<file path="src/design/isw_params.svh">
// constants for the identification and status word and its serial frame
`ifndef ISW_PARAMS_SVH
`define ISW_PARAMS_SVH
`define ISW_FRAME_BITS 32
`define ISW_RW_BIT 31
`define ISW_ADDR_HI 30
`define ISW_ADDR_LO 24
`define ISW_ADDR_VALUE 7'h00
`define ISW_MAKER_HI 23
`define ISW_MAKER_LO 16
`define ISW_VERSION_HI 15
`define ISW_VERSION_LO 8
`define ISW_WDOG_BIT 1
`define ISW_WDOG_RESET 1'b0
`endif

</file>
<file path="src/design/isw_pkg.sv">
// types for the identification and status word block
package isw_pkg;
    typedef enum logic [1:0] {
        ISW_IDLE  = 2'b01,
        ISW_SHIFT = 2'b10
    } isw_state_t;
endpackage

</file>
<file path="src/design/isw_ident_status.sv">
// serial-facing identification and status word with clock-watchdog flag
`timescale 1ns/100ps
`include "isw_params.svh"

// ****************************************
// identification and status word
// ****************************************
// How it works
// - frames addressing this word are reads whatever bit 31 says; content never written
// - bit 31 of the returned word always reads 0
// - watchdog timeout while the watchdog is enabled sets bit 1; only reset clears it
// - bit 1 reads 0 after reset until a timeout arrives while the watchdog is enabled
// - 32-bit frames, both directions shifted most significant bit first
// - the frame after an invalid frame is answered with this word
// - first frame after reset returns this word whatever the command
module isw_ident_status #(
    parameter logic [7:0] MAKER_CODE = 8'h5a,   // arbitrary value
    parameter logic [7:0] VERSION_CODE = 8'h01, // arbitrary value
    parameter int FRAME_BITS = `ISW_FRAME_BITS
) (
    input wire logic clk_sys_in,          // system clock, 100 MHz
    input wire logic rst_in,              // async reset, active high
    input wire logic frame_sel_n_in,      // chip select, low during a frame
    input wire logic sclk_rise_in,        // one-cycle pulse: sample serial input
    input wire logic sclk_fall_in,        // one-cycle pulse: advance serial output
    input wire logic serial_data_in,      // host to device data
    input wire logic wdog_timeout_in,     // pulse or level: clock watchdog expired
    input wire logic wdog_enable_in,      // clock watchdog enabled
    input wire logic other_word_valid_in, // other register bank claims the frame
    input wire logic [31:0] other_word_in, // answer from other registers
    output logic serial_data_out,         // device to host data, from flip-flop
    output logic frame_done_out,          // one-cycle pulse at frame end
    output logic frame_invalid_out,       // last frame judged invalid
    output logic [31:0] ident_word_out    // current identification word
);

    // the shift registers and the address field are laid out for 32-bit frames only
    if (FRAME_BITS != `ISW_FRAME_BITS) begin : g_bad_frame_bits
        $error("isw_ident_status: frame length must be 32");
    end

    // ****************************************
    // watchdog status flag
    // ****************************************
    logic clock_watchdog_timeout_flag_q;
    logic clock_watchdog_timeout_flag_d;

    always_comb begin
        clock_watchdog_timeout_flag_d = clock_watchdog_timeout_flag_q;
        // sticky: nothing but reset clears it
        if (wdog_timeout_in && wdog_enable_in) begin
            clock_watchdog_timeout_flag_d = 1'b1;
        end
    end

    always_ff @(posedge clk_sys_in or posedge rst_in) begin
        if (rst_in) begin
            clock_watchdog_timeout_flag_q <= `ISW_WDOG_RESET;
        end else begin
            clock_watchdog_timeout_flag_q <= clock_watchdog_timeout_flag_d;
        end
    end

    // ****************************************
    // identification word
    // ****************************************
    logic [31:0] identification_status_word;
    always_comb begin
        identification_status_word = 32'h0000_0000;
        identification_status_word[`ISW_RW_BIT] = 1'b0;
        identification_status_word[`ISW_MAKER_HI:`ISW_MAKER_LO] = MAKER_CODE;
        identification_status_word[`ISW_VERSION_HI:`ISW_VERSION_LO] = VERSION_CODE;
        identification_status_word[`ISW_WDOG_BIT] = clock_watchdog_timeout_flag_q;
    end

    // ****************************************
    // frame engine
    // ****************************************
    isw_pkg::isw_state_t state_q;
    isw_pkg::isw_state_t state_d;
    logic [31:0] rx_q;
    logic [31:0] rx_d;
    logic [31:0] tx_q;
    logic [31:0] tx_d;
    logic [5:0] count_q;
    logic [5:0] count_d;
    logic first_q;
    logic first_d;
    logic invalid_q;
    logic invalid_d;
    logic done_q;
    logic done_d;
    logic [31:0] reply_word;
    logic addr_hit;
    logic in_frame;
    logic frame_start;
    logic frame_end;
    logic count_ok;

    // the answer for the next frame is picked from the frame just ended
    always_comb begin
        addr_hit = (rx_q[`ISW_ADDR_HI:`ISW_ADDR_LO] == `ISW_ADDR_VALUE);
        if (first_q || addr_hit || !other_word_valid_in) begin
            reply_word = identification_status_word;
        end else begin
            reply_word = other_word_in;
        end
    end

    // ****************************************
    // frame sequencing
    // ****************************************
    assign in_frame = (state_q == isw_pkg::ISW_SHIFT);
    assign count_ok = (count_q == 6'(FRAME_BITS));

    always_comb begin
        state_d = state_q;
        first_d = first_q;
        invalid_d = invalid_q;
        done_d = 1'b0;
        frame_start = 1'b0;
        frame_end = 1'b0;
        unique case (state_q)
            isw_pkg::ISW_IDLE: begin
                if (!frame_sel_n_in) begin
                    state_d = isw_pkg::ISW_SHIFT;
                    frame_start = 1'b1;
                end
            end
            isw_pkg::ISW_SHIFT: begin
                if (frame_sel_n_in) begin
                    state_d = isw_pkg::ISW_IDLE;
                    frame_end = 1'b1;
                    done_d = 1'b1;
                    first_d = 1'b0;
                    // a short or long frame is invalid; the word stays unwritten
                    invalid_d = !count_ok;
                end
            end
            default: begin
                // an illegal code is left at once; no frame is assumed in progress
                state_d = isw_pkg::ISW_IDLE;
            end
        endcase
    end

    always_ff @(posedge clk_sys_in or posedge rst_in) begin
        if (rst_in) begin
            state_q <= isw_pkg::ISW_IDLE;
            first_q <= 1'b1;
            invalid_q <= 1'b0;
            done_q <= 1'b0;
        end else begin
            state_q <= state_d;
            first_q <= first_d;
            invalid_q <= invalid_d;
            done_q <= done_d;
        end
    end

    // ****************************************
    // bit counter
    // ****************************************
    always_comb begin
        count_d = count_q;
        if (frame_start) begin
            count_d = 6'h00;
        end else if (in_frame && sclk_rise_in && (count_q != 6'h3f)) begin
            // saturates so that a very long frame cannot wrap back to a valid count
            count_d = count_q + 6'h01;
        end
    end

    always_ff @(posedge clk_sys_in or posedge rst_in) begin
        if (rst_in) begin
            count_q <= 6'h00;
        end else begin
            count_q <= count_d;
        end
    end

    // ****************************************
    // receive shifter
    // ****************************************
    always_comb begin
        rx_d = rx_q;
        if (in_frame && sclk_rise_in) begin
            rx_d = {rx_q[30:0], serial_data_in};
        end
        // a cut frame leaves no address behind, so the next reply is this word
        if (frame_end && !count_ok) begin
            rx_d = 32'h0000_0000;
        end
    end

    always_ff @(posedge clk_sys_in or posedge rst_in) begin
        if (rst_in) begin
            rx_q <= 32'h0000_0000;
        end else begin
            rx_q <= rx_d;
        end
    end

    // ****************************************
    // transmit shifter
    // ****************************************
    always_comb begin
        tx_d = tx_q;
        if (frame_start) begin
            tx_d = reply_word;
        end else if (in_frame && sclk_fall_in) begin
            tx_d = {tx_q[30:0], 1'b0};
        end
    end

    always_ff @(posedge clk_sys_in or posedge rst_in) begin
        if (rst_in) begin
            tx_q <= 32'h0000_0000;
        end else begin
            tx_q <= tx_d;
        end
    end

    // ****************************************
    // outputs
    // ****************************************
    assign serial_data_out = tx_q[31];
    assign frame_done_out = done_q;
    assign frame_invalid_out = invalid_q;
    assign ident_word_out = identification_status_word;

endmodule // isw_ident_status

</file>
<file path="config.mk">
export PLATFORM = sky130hd
export DESIGN_NAME = isw_ident_status
export DESIGN_NICKNAME = d
export VERILOG_FILES = /design/src/design/isw_pkg.sv /design/src/design/isw_ident_status.sv
export VERILOG_INCLUDE_DIRS = /design/src /design/src/design
export SDC_FILE = /design/constraint.sdc
export NUM_CORES = 1
export LEC_CHECK = 0
export ABC_CLOCK_PERIOD_IN_PS = 2420
export BUFFER_PORTS_ARGS = -buffer_cell sky130_fd_sc_hd__buf_2
export CAP_MARGIN = 0
export CORE_AREA = 8 8 88 168
export CTS_CLUSTER_SIZE = 8
export DETAILED_ROUTE_END_ITERATION = 6
export DIE_AREA = 0 0 96 176
export PLACE_DENSITY = 0.55
export SYNTH_ARGS = -nofsm -noshare
export SYNTH_HDL_FRONTEND = slang
export SYNTH_SLANG_ARGS = --single-unit
</file>
<file path="constraint.sdc">
create_clock -name clk_sys_in -period 2.42 [get_ports clk_sys_in]
set_input_delay 0.484 -clock clk_sys_in [delete_from_list [all_inputs] [get_ports clk_sys_in]]
set_output_delay 0.484 -clock clk_sys_in [all_outputs]
set_load 0.05 [all_outputs]
</file>
==> results of run 1 <==
==> kinds of logic after synthesis <==
group                    after synthesis  synth area share, %
adder cells (fa/ha/maj)                2                0.685
buffers and inverters                 63                 10.5
multiplexers                          34                 9.36
flip-flops                            75                 51.5
AO/OA/AOI/OAI                         75                 12.7
other                                  2                0.206
AND/OR/NAND/NOR                      124                 15.1
==> area by class of cell <==
cell class | count | area, sq um
clock inverters | 5 | 52.6
clock buffers | 11 | 243
fillers | 1322 | 8340
inverters | 6 | 22.5
repair buffers | 52 | 318
multi-input cells | 266 | 1510
well taps | 150 | 188
flip-flops and latches | 75 | 1880
==> power by group through the flow <==
stage / Clock (mW) / Sequential (mW) / Combinational [mW]
after floorplan: 0 / 1.39 / 0.347
final: 1.30 / 1.36 / 0.419
after CTS: 1.34 / 1.36 / 0.427
after global routing: 1.40 / 1.37 / 0.465
after global placement: 0 / 1.38 / 0.423
after detailed placement: 0 / 1.38 / 0.427
==> synthesized netlist by cell type (2+ instances only) <==
cell type and count:
nand2_1 92, dfrtp_1 73, buf_4 35, a21oi_1 33, mux2i_1 33, o22ai_1 25, buf_2 11, clkbuf_1 8
inv_1 6, nor2_1 6, a22oi_1 5, buf_1 3, nand3b_1 3, nand4_1 3, nor3_1 3, a21o_1 2
and2_1 2, conb_1 2, dfstp_2 2, ha_1 2, nand2b_1 2, nand3_1 2, nor4b_1 2, o21ai_0 2
==> worst paths after layout <==
| kind | end | from |
|---|---|---|
| worst min-delay path | rx_q[2]$_DFFE_PP0P_ | rst_in |
| worst max register to register | tx_q[24]$_DFFE_PP0P_ | rx_q[26]$_DFFE_PP0P_ |
| worst max-delay path | tx_q[24]$_DFFE_PP0P_ | rx_q[26]$_DFFE_PP0P_ |
| worst min register to register | frame_invalid_out$_DFFE_PP0P_ | frame_invalid_out$_DFFE_PP0P_ |
| min in group clk_sys_in | clock_watchdog_timeout_flag_q$_DFFE_PP0P_ | wdog_enable_in |
| max in group asynchronous | first_q$_DFFE_PP1P_ | rst_in |
==> critical path, delay by kind of cell (launching register included) <==
family / cells / cell delay [ns]
AOI/OAI and AO/OA: 2 / 0.30
buffers and inverters: 1 / 0.29
DFF: 1 / 0.40
and+or+nand+nor: 1 / 0.59
==> layer usage <==
layer	vias up	GRT usage (%)	part of all wire [%]
met1	1248	10.4	39
met3	15	2.81	7.2
li1	1288	-	-
met5	-	0	0.16
met4	2	5.62	2.6
met2	69	16.2	51
==> state kept, by name, indices dropped and copies added, names as in the netlist <==
name                           cells
clock_watchdog_timeout_flag_q      1
first_q                            1
count_q                            6
frame_done_out                     1
state_q                            2
frame_invalid_out                  1
tx_q                              32
rx_q                              31
==> flow_summary.toml, run 1 <==
[outcome]
outcome = "finished, final reports clean"

[worst_setup_path]
cp_cell_sequence = "or4_4 -> o21ai_4 -> buf_4 -> o22ai_1"
worstSetupEndpointType = "register"
reg2reg_slack_ns = 0.69
cpMaxStageDelayCell = "or4_4"
ff2ff_path_depth = 4
critPathRequiredTime_ns = 2.63
worstSetupStartpointType = "register"
critical_path_class = "reg -> reg"
crit_path_max_incr_delay_ns = 0.59
worstPathMaxFanout = 26
worst_ep_arrival_time_ns = 1.93

[final_layout]
final_util_pct = 33.6
layout_commonest_cell = "nand2_1"
final_area_sq_um = 4210
post_route_cells_drive_above_1_share_pct = 18.6
num_antenna_cells = 0
layout.nets = 453
layout_common_cells = "nand2_1 (92), dfrtp_1 (73), buf_2 (44)"
area_growth_pct = 15.4
post_layout_nonfiller_instances = 565

[power]
power_switching_mw = 0.824
combPwrFrac_pct = 13.6
powerDensity_nw_per_um2 = 732
p_int_mw = 2.26
leakage_nw = 2.11
pwr-share-clk_pct = 42.3
seqPwrFrac_pct = 44.1
sw_frac_of_total_pct = 26.7
irDropWorstVdd_uv = 400
power_mw = 3.08

[detailed_routing]
firstDrtPassIters = 4
remaining_drc_errors = 0
vias = 2622
post_drt_wl_per_cell_um = 13.5
routed_wl_um = 7650
ant_nets = 0
drt_iter0_drc = 45
avgViaCountPerCell = 4.64

[place]
place_ws_ns = 0.670
dp_hpwl_um = 5690
port-buffer-count = 44
dpl-instance-area_sq_um = 3920
placed_cells = 549
place.gp.congestion = 0.725

[worst_hold_path]
hold_path.class = "in -> async"

[timing]
drv_slew = 0
fin_crit_sh_pct = 71.3
final_hold_viol_count = 0
worstMarginPinSlew_ns = 0.509
clock_skew_ns = 0.00537
fmax_mhz = 579
finalWorstPathRequiredPeriod_ns = 1.73
fin_ws_ns = 0.694
final.setup.tns_ns = 0
holdWs_ns = 0.172
rsz0062_at_grt = "no"
setup_viol = 0
slew_headroom_pct = 66.0

[cts]
clk_pin_slew_ns = 0.06
cts_setup_buffers = 0
clk_latency_ns = 0.33
hold_buffers = 0
cts.path.max_buffers = 2
clock-sinks = 75
clockRootBuffer = "clkbuf_16"
cts_tree = "built"
cts_resized = 0
htree_levels = 3
cts-buffers-inserted = 9

[synthesis]
netlist_area_sq_um = 3650
netlist_instances = 375
yosys-top-cells-area = "dfrtp_1 (50%), nand2_1 (9.5%), mux2i_1 (9.0%), buf_4 (7.2%), a21oi_1 (4.5%)"
syn_avg_cell_area_sq_um = 9.74
synth_edf_count = 0
ys_ff_latch = 75
yosysSeqAreaShare_pct = 51.5
synth_top_cell_by_area = "dfrtp_1"
yosys_warnings = 0
ys_types = 42
netlist.area_leader.share_pct = 50.0
synth_ff_type = "dfrtp_1"
async_flop_share_pct = 100

[grt]
grt_use_total_pct = 9.68
grt_max_degree = 52
grt_pass1_wl_um = 12800
grt_overflow = 0
grt_pass1_vias = 2749
grt_antenna_before_repair = 1

[die]
die_y_um = 176
core_sq_um = 12600
ios = 76
start_util_pct = 29.1
die_area_sq_um = 16900
die_w_um = 96
rows = 58

[flow_run]
maxCapViolCount = 0
Note: power is estimated with default switching activity, not from simulation.
==> inputs of run 2 (changes only) <==
ABC_AREA = 1   (was not set)
ABC_CLOCK_PERIOD_IN_PS = 1520   (was 2420)
CORE_AREA = 8 8 90 172   (was 8 8 88 168)
DIE_AREA = 0 0 98 180   (was 0 0 96 176)
clock period = 1.52 ns   (was 2.42 ns; I/O delays follow)
==> flow_summary.toml, run 2 <==
[power]
power_mw = 6.46
leakage_nw = 2.51
irDropWorstVdd_uv = 592
powerDensity_nw_per_um2 = 1370

[cts]
clk_pin_slew_ns = 0.06
cts-buffers-inserted = 9
htree_levels = 3
hold_buffers = 0
clock-sinks = 75
clockRootBuffer = "clkbuf_16"
clk_latency_ns = 0.33
cts_tree = "built"
cts.path.max_buffers = 2

[die]
rows = 60
die_y_um = 180
core_sq_um = 13300
die_w_um = 98
die_area_sq_um = 17600
start_util_pct = 29.0
ios = 76

[synthesis]
synthAdderAreaFrac_pct = 0.650
synth.mux.area_fraction_pct = 8.09
synth_top_family_by_area = "simple AND/OR/NAND/NOR gates"
netlist.area_leader.share_pct = 47.4
netlist_instances = 443
netlist_area_sq_um = 3850
yosys_warnings = 0
synthSimpleGateAreaFrac_pct = 16.9
synth_compound_area_share_pct = 10.2
post-synth-top-count-cell = "nand2_1"
synth_edf_count = 0
syn_avg_cell_area_sq_um = 8.69
synthTopCellsByCount = "nand2_1 (92), dfrtp_1 (73), inv_1 (57), o21ai_0 (43), nor2_1 (35)"
synth_ff_type = "dfrtp_1"
synthXorXnorAreaFrac_pct = 0.455
yosys-top-cells-area = "dfrtp_1 (47%), nand2_1 (9.0%), buf_4 (6.4%), o21ai_0 (5.6%), inv_1 (5.6%)"
ys_types = 32
ys_ff_latch = 75
synth_top_cell_by_area = "dfrtp_1"
yosysSeqAreaShare_pct = 48.8
async_flop_share_pct = 100

[timing]
fmax_mhz = 680
clock_skew_ns = 0.00549
fin_crit_sh_pct = 96.8
finalWorstPathRequiredPeriod_ns = 1.47
worstMarginPinSlew_ns = 0.500
setup_viol = 0
slew_headroom_pct = 66.6
drv_slew = 0
holdWs_ns = 0.000275
final_hold_viol_count = 0

[final_layout]
post_layout_nonfiller_instances = 662
multi_input_area_sq_um = 1570
num_antenna_cells = 0
nFillCells = 1359
final_util_pct = 35.4
area_growth_pct = 22.2
final_area_sq_um = 4700
ff_latch_area_sq_um = 1880
largest_reg_flops = 32
layout_common_cells = "nand2_1 (91), dfrtp_1 (73), inv_1 (54)"
post_route_cells_drive_above_1_share_pct = 25.6
largest_register = "tx_q"
layout_commonest_cell = "nand2_1"
top_regs = "tx_q x32, rx_q x31, count_q x6"
layout.nets = 545

[worst_setup_path]
r2r-start = "count_q[0]$_DFFE_PP0P_"
worst_ep_arrival_time_ns = 1.71
worstSetupStartpointType = "register"
worstSetupEndpointType = "register"
critPathRequiredTime_ns = 1.75
cp-endpoint = "count_q[0]$_DFFE_PP0P_"
critical_path_class = "reg -> reg"
worstReg2RegEnd = "count_q[0]$_DFFE_PP0P_"
reg2reg_slack_ns = 0.05
startpoint = "count_q[0]$_DFFE_PP0P_"
ff2ff_path_depth = 7
worstPathMaxFanout = 6

[detailed_routing]
drt_iter0_drc = 114
ant_nets = 0
remaining_drc_errors = 0
avgViaCountPerCell = 4.32
vias = 2862
post_drt_wl_per_cell_um = 13.0
routed_wl_um = 8580
firstDrtPassIters = 4

[place]
place.gp.congestion = 0.794
placed_cells = 642
dp_hpwl_um = 6020
port-buffer-count = 44
dpl-instance-area_sq_um = 4290

[worst_hold_path]
hold_path.class = "in -> async"

[grt]
grt_use_total_pct = 9.84
grt_antenna_before_repair = 0
grt_pass1_vias = 2857
grt_max_degree = 29
grt_overflow = 0
grt_pass1_wl_um = 14100

[flow_run]
maxCapViolCount = 0

[outcome]
outcome = "finished, final reports clean"
[run 2: cell types whose count changed after synthesis, sizes merged, moves of 8 or more]
cell	before	now
mux2	1	25
nor2	6	40
inv	6	58
mux2i	33	0
nand3	2	10
o21ai	3	44
o22ai	25	0
[run 2: power breakdown]
| group | switching, mW | internal [mW] | leakage, nW |
|---|---|---|---|
| registers | 0.256 | 2.50 | 0.962 |
| clock network | 0.775 | 1.31 | 0.144 |
| logic | 1.01 | 0.604 | 1.40 |
[run 2: worst min path at each step]
stage,start,to,depth (start not counted)
2_1_floorplan,wdog_enable_in,clock_watchdog_timeout_flag_q$_DFFE_PP0P_,2
3_3_place_gp,rst_in,rx_q[27]$_DFFE_PP0P_,2
3_5_place_dp,rst_in,rx_q[27]$_DFFE_PP0P_,2
4_1_cts,rst_in,rx_q[27]$_DFFE_PP0P_,2
5_1_grt,rst_in,rx_q[27]$_DFFE_PP0P_,2
6_report,rst_in,rx_q[27]$_DFFE_PP0P_,2
[run 2: metal layers]
layer | track usage (%) | vias up | share of wire (%)
li1 | - | 1454 | -
met1 | 12.8 | 1336 | 46
met2 | 14.0 | 61 | 46
met3 | 3.68 | 11 | 5.9
met4 | 4.59 | 0 | 2.1
met5 | 0 | - | 0
[run 2: layout make-up]
cell class                 instances  share of cell area [%]
sequential                        75                    39.9
multi-input combinational        288                    33.5
timing repair buffer              70                    11.6
clock buffer                      13                    5.32
inverter                          58                    4.71
tap                              155                    4.12
clock inverter                     3                   0.851
[run 2: timing repair]
item | CTS | global route
hold endpoints to repair | 0 | 0
endpoints found under the setup margin | 0 | 58
gates resized for setup | 0 | 17
setup buffers | 0 | 2
[run 2: kinds of logic after synthesis]
family                     Yosys count
AOI/OAI and AO/OA                   74
muxes                               25
and+or+nand+nor                    154
adders and majority gates            2
buffers and inverters              109
xor gates and xnor gates             2
other                                2
DFF                                 75
[run 2: through the flow]
| stage | worst slack, ns | TNS [ns] |
|---|---|---|
| 2_1_floorplan | 0.114 | 0 |
| 3_3_place_gp | 0.0692 | 0 |
| 3_5_place_dp | 0.0300 | 0 |
| 4_1_cts | 0.0125 | 0 |
| 5_1_grt | -0.0552 | -0.106 |
| 6_report | 0.0488 | 0 |
[run 2: worst max-delay path: stages, from the launching register on]
cell     delay (ns)
dfrtp_1        0.41
ha_2           0.22
nand3_2        0.11
nor2_4         0.16
a21oi_4        0.09
nor2_4         0.12
inv_2          0.07
o21ai_0        0.19
==> inputs of run 3 (changes only) <==
GPL_TIMING_DRIVEN = 0   (was not set)
HOLD_SLACK_MARGIN = 0.08   (was not set)
==> flow_summary.toml, run 3 (synthesis results as in run 2) <==
[outcome]
outcome = "finished, final reports clean"

[final_layout]
top_regs = "tx_q x32, rx_q x31, count_q x6"
layout.nets = 582
final_area_sq_um = 4860
largest_register = "tx_q"
layout_common_cells = "nand2_1 (92), dfrtp_1 (73), inv_1 (54)"
post_layout_nonfiller_instances = 699
post_route_cells_drive_above_1_share_pct = 30.3
largest_reg_flops = 32
num_antenna_cells = 0
layout_commonest_cell = "nand2_1"
area_growth_pct = 26.3

[detailed_routing]
avgViaCountPerCell = 4.23
vias = 2955
remaining_drc_errors = 0
routed_wl_um = 8710
ant_nets = 0
drt_iter0_drc = 122
firstDrtPassIters = 4
post_drt_wl_per_cell_um = 12.5

[place]
port-buffer-count = 44
dpl-instance-area_sq_um = 4400
place.gp.congestion = 0.716
place_ws_ns = -0.136
dp_hpwl_um = 6210
placed_cells = 672

[timing]
rsz0062_at_grt = "yes"
drv_slew = 0
fin_crit_sh_pct = 96.3
worstMarginPinSlew_ns = 0.827
setup_viol = 0
slew_headroom_pct = 44.7
final.setup.tns_ns = 0
final_hold_viol_count = 0
finalWorstPathRequiredPeriod_ns = 1.46
fin_ws_ns = 0.0563
clock_skew_ns = 0.00619
fmax_mhz = 683

[die]
rows = 60
die_w_um = 98
core_sq_um = 13300
ios = 76
die_area_sq_um = 17600
start_util_pct = 29.0
die_y_um = 180

[worst_setup_path]
crit_path_max_incr_delay_ns = 0.54
path_buf_inv = 3
cpMaxStageDelayCell = "dfstp_2"
cp_cell_sequence = "nor2_2 -> nand2_2 -> buf_8 -> buf_12 -> mux2_4 -> nand2_1 -> inv_1"
r2r-start = "state_q[0]$_DFFE_PP1P_"
critical_path_class = "reg -> reg"
critPathRequiredTime_ns = 1.75
startpoint = "state_q[0]$_DFFE_PP1P_"
worstPathMaxFanout = 10
worst_ep_arrival_time_ns = 1.69
worstSetupEndpointType = "register"
cp-endpoint = "rx_q[2]$_DFFE_PP0P_"
critPathTopFamily = "flip-flops"
ff2ff_path_depth = 7
reg2reg_slack_ns = 0.06
worstReg2RegEnd = "rx_q[2]$_DFFE_PP0P_"
worstSetupStartpointType = "register"
cp_num_cells = 7

[cts]
cts.path.max_buffers = 2
clockRootBuffer = "clkbuf_16"
hold_buffers = 0
cts_tree = "built"
clock-sinks = 75
htree_levels = 3
cts-buffers-inserted = 9
clk_latency_ns = 0.33
clk_pin_slew_ns = 0.06

[power]
seqPwrFrac_pct = 43.4
pwr-share-clk_pct = 31.0
powerDensity_nw_per_um2 = 1310
leakage_nw = 2.64
p_int_mw = 4.31
power_switching_mw = 2.05
sw_frac_of_total_pct = 32.2
combPwrFrac_pct = 25.6
irDropWorstVdd_uv = 960

[grt]
grt_max_degree = 41
grt_antenna_before_repair = 0
grt_pass1_wl_um = 14300
grt_use_total_pct = 10.0
grt_overflow = 0
grt_pass1_vias = 2911

[flow_run]
maxCapViolCount = 0

[worst_hold_path]
hold_path.class = "in -> async"
-- run 3: worst min path at each step --
stage               depth (start not counted)  slack [ns]           startpoint                                   endpoint
floorplan                                   2        0.41       wdog_enable_in  clock_watchdog_timeout_flag_q$_DFFE_PP0P_
global placement                            2        0.46  first_q$_DFFE_PP1P_                        first_q$_DFFE_PP1P_
detailed placement                          2        0.47  first_q$_DFFE_PP1P_                        first_q$_DFFE_PP1P_
CTS                                         2        0.16               rst_in                       rx_q[30]$_DFFE_PP0P_
global route                                2        0.19               rst_in  clock_watchdog_timeout_flag_q$_DFFE_PP0P_
finish                                      2        0.13               rst_in  clock_watchdog_timeout_flag_q$_DFFE_PP0P_
-- run 3: layout make-up --
cell class                      instances  area, sq um
Sequential cell                        75         1880
Tap cell                              155          194
Buffer                                 51          408
Clock buffer                           14          264
Clock inverter                          2         10.0
Multi-Input combinational cell        288         1560
Timing Repair Buffer                   56          327
Fill cell                            1376         8420
Inverter                               58          221
-- run 3: through the flow --
stage / util (%) / power, mW / hold slack, ns
global placement: 32.9 / 4.29 / 0.458
global route: 36.6 / 6.76 / 0.194
finish: 36.6 / 6.36 / 0.129
CTS: 35.4 / 6.34 / 0.158
floorplan: - / 3.94 / 0.409
detailed placement: 33.1 / 4.32 / 0.475
-- run 3: power groups by stage --
stage                     sequential (mW)  combinational, mW  clock [mW]
after detailed placement             2.79               1.54           0
after CTS                            2.76               1.56        2.02
after global routing                 2.83               1.83        2.10
final                                2.76               1.63        1.97
after global placement               2.78               1.50           0
after floorplan                      2.82               1.12           0
-- run 3: repair_timing --
item | CTS | global route
gates resized for setup | 9 | 28
cloned | 0 | 1
pin swaps | 0 | 4
endpoints found under the setup margin | 52 | 56
setup buffers | 1 | 9
-- run 3: layer usage --
metal	track usage [%]	part of all wire (%)	vias up
met3	2.67	4.4	11
met5	0	0	-
met1	13.3	48	1372
met4	4.15	1.6	0
met2	14.9	46	47
li1	-	-	1525
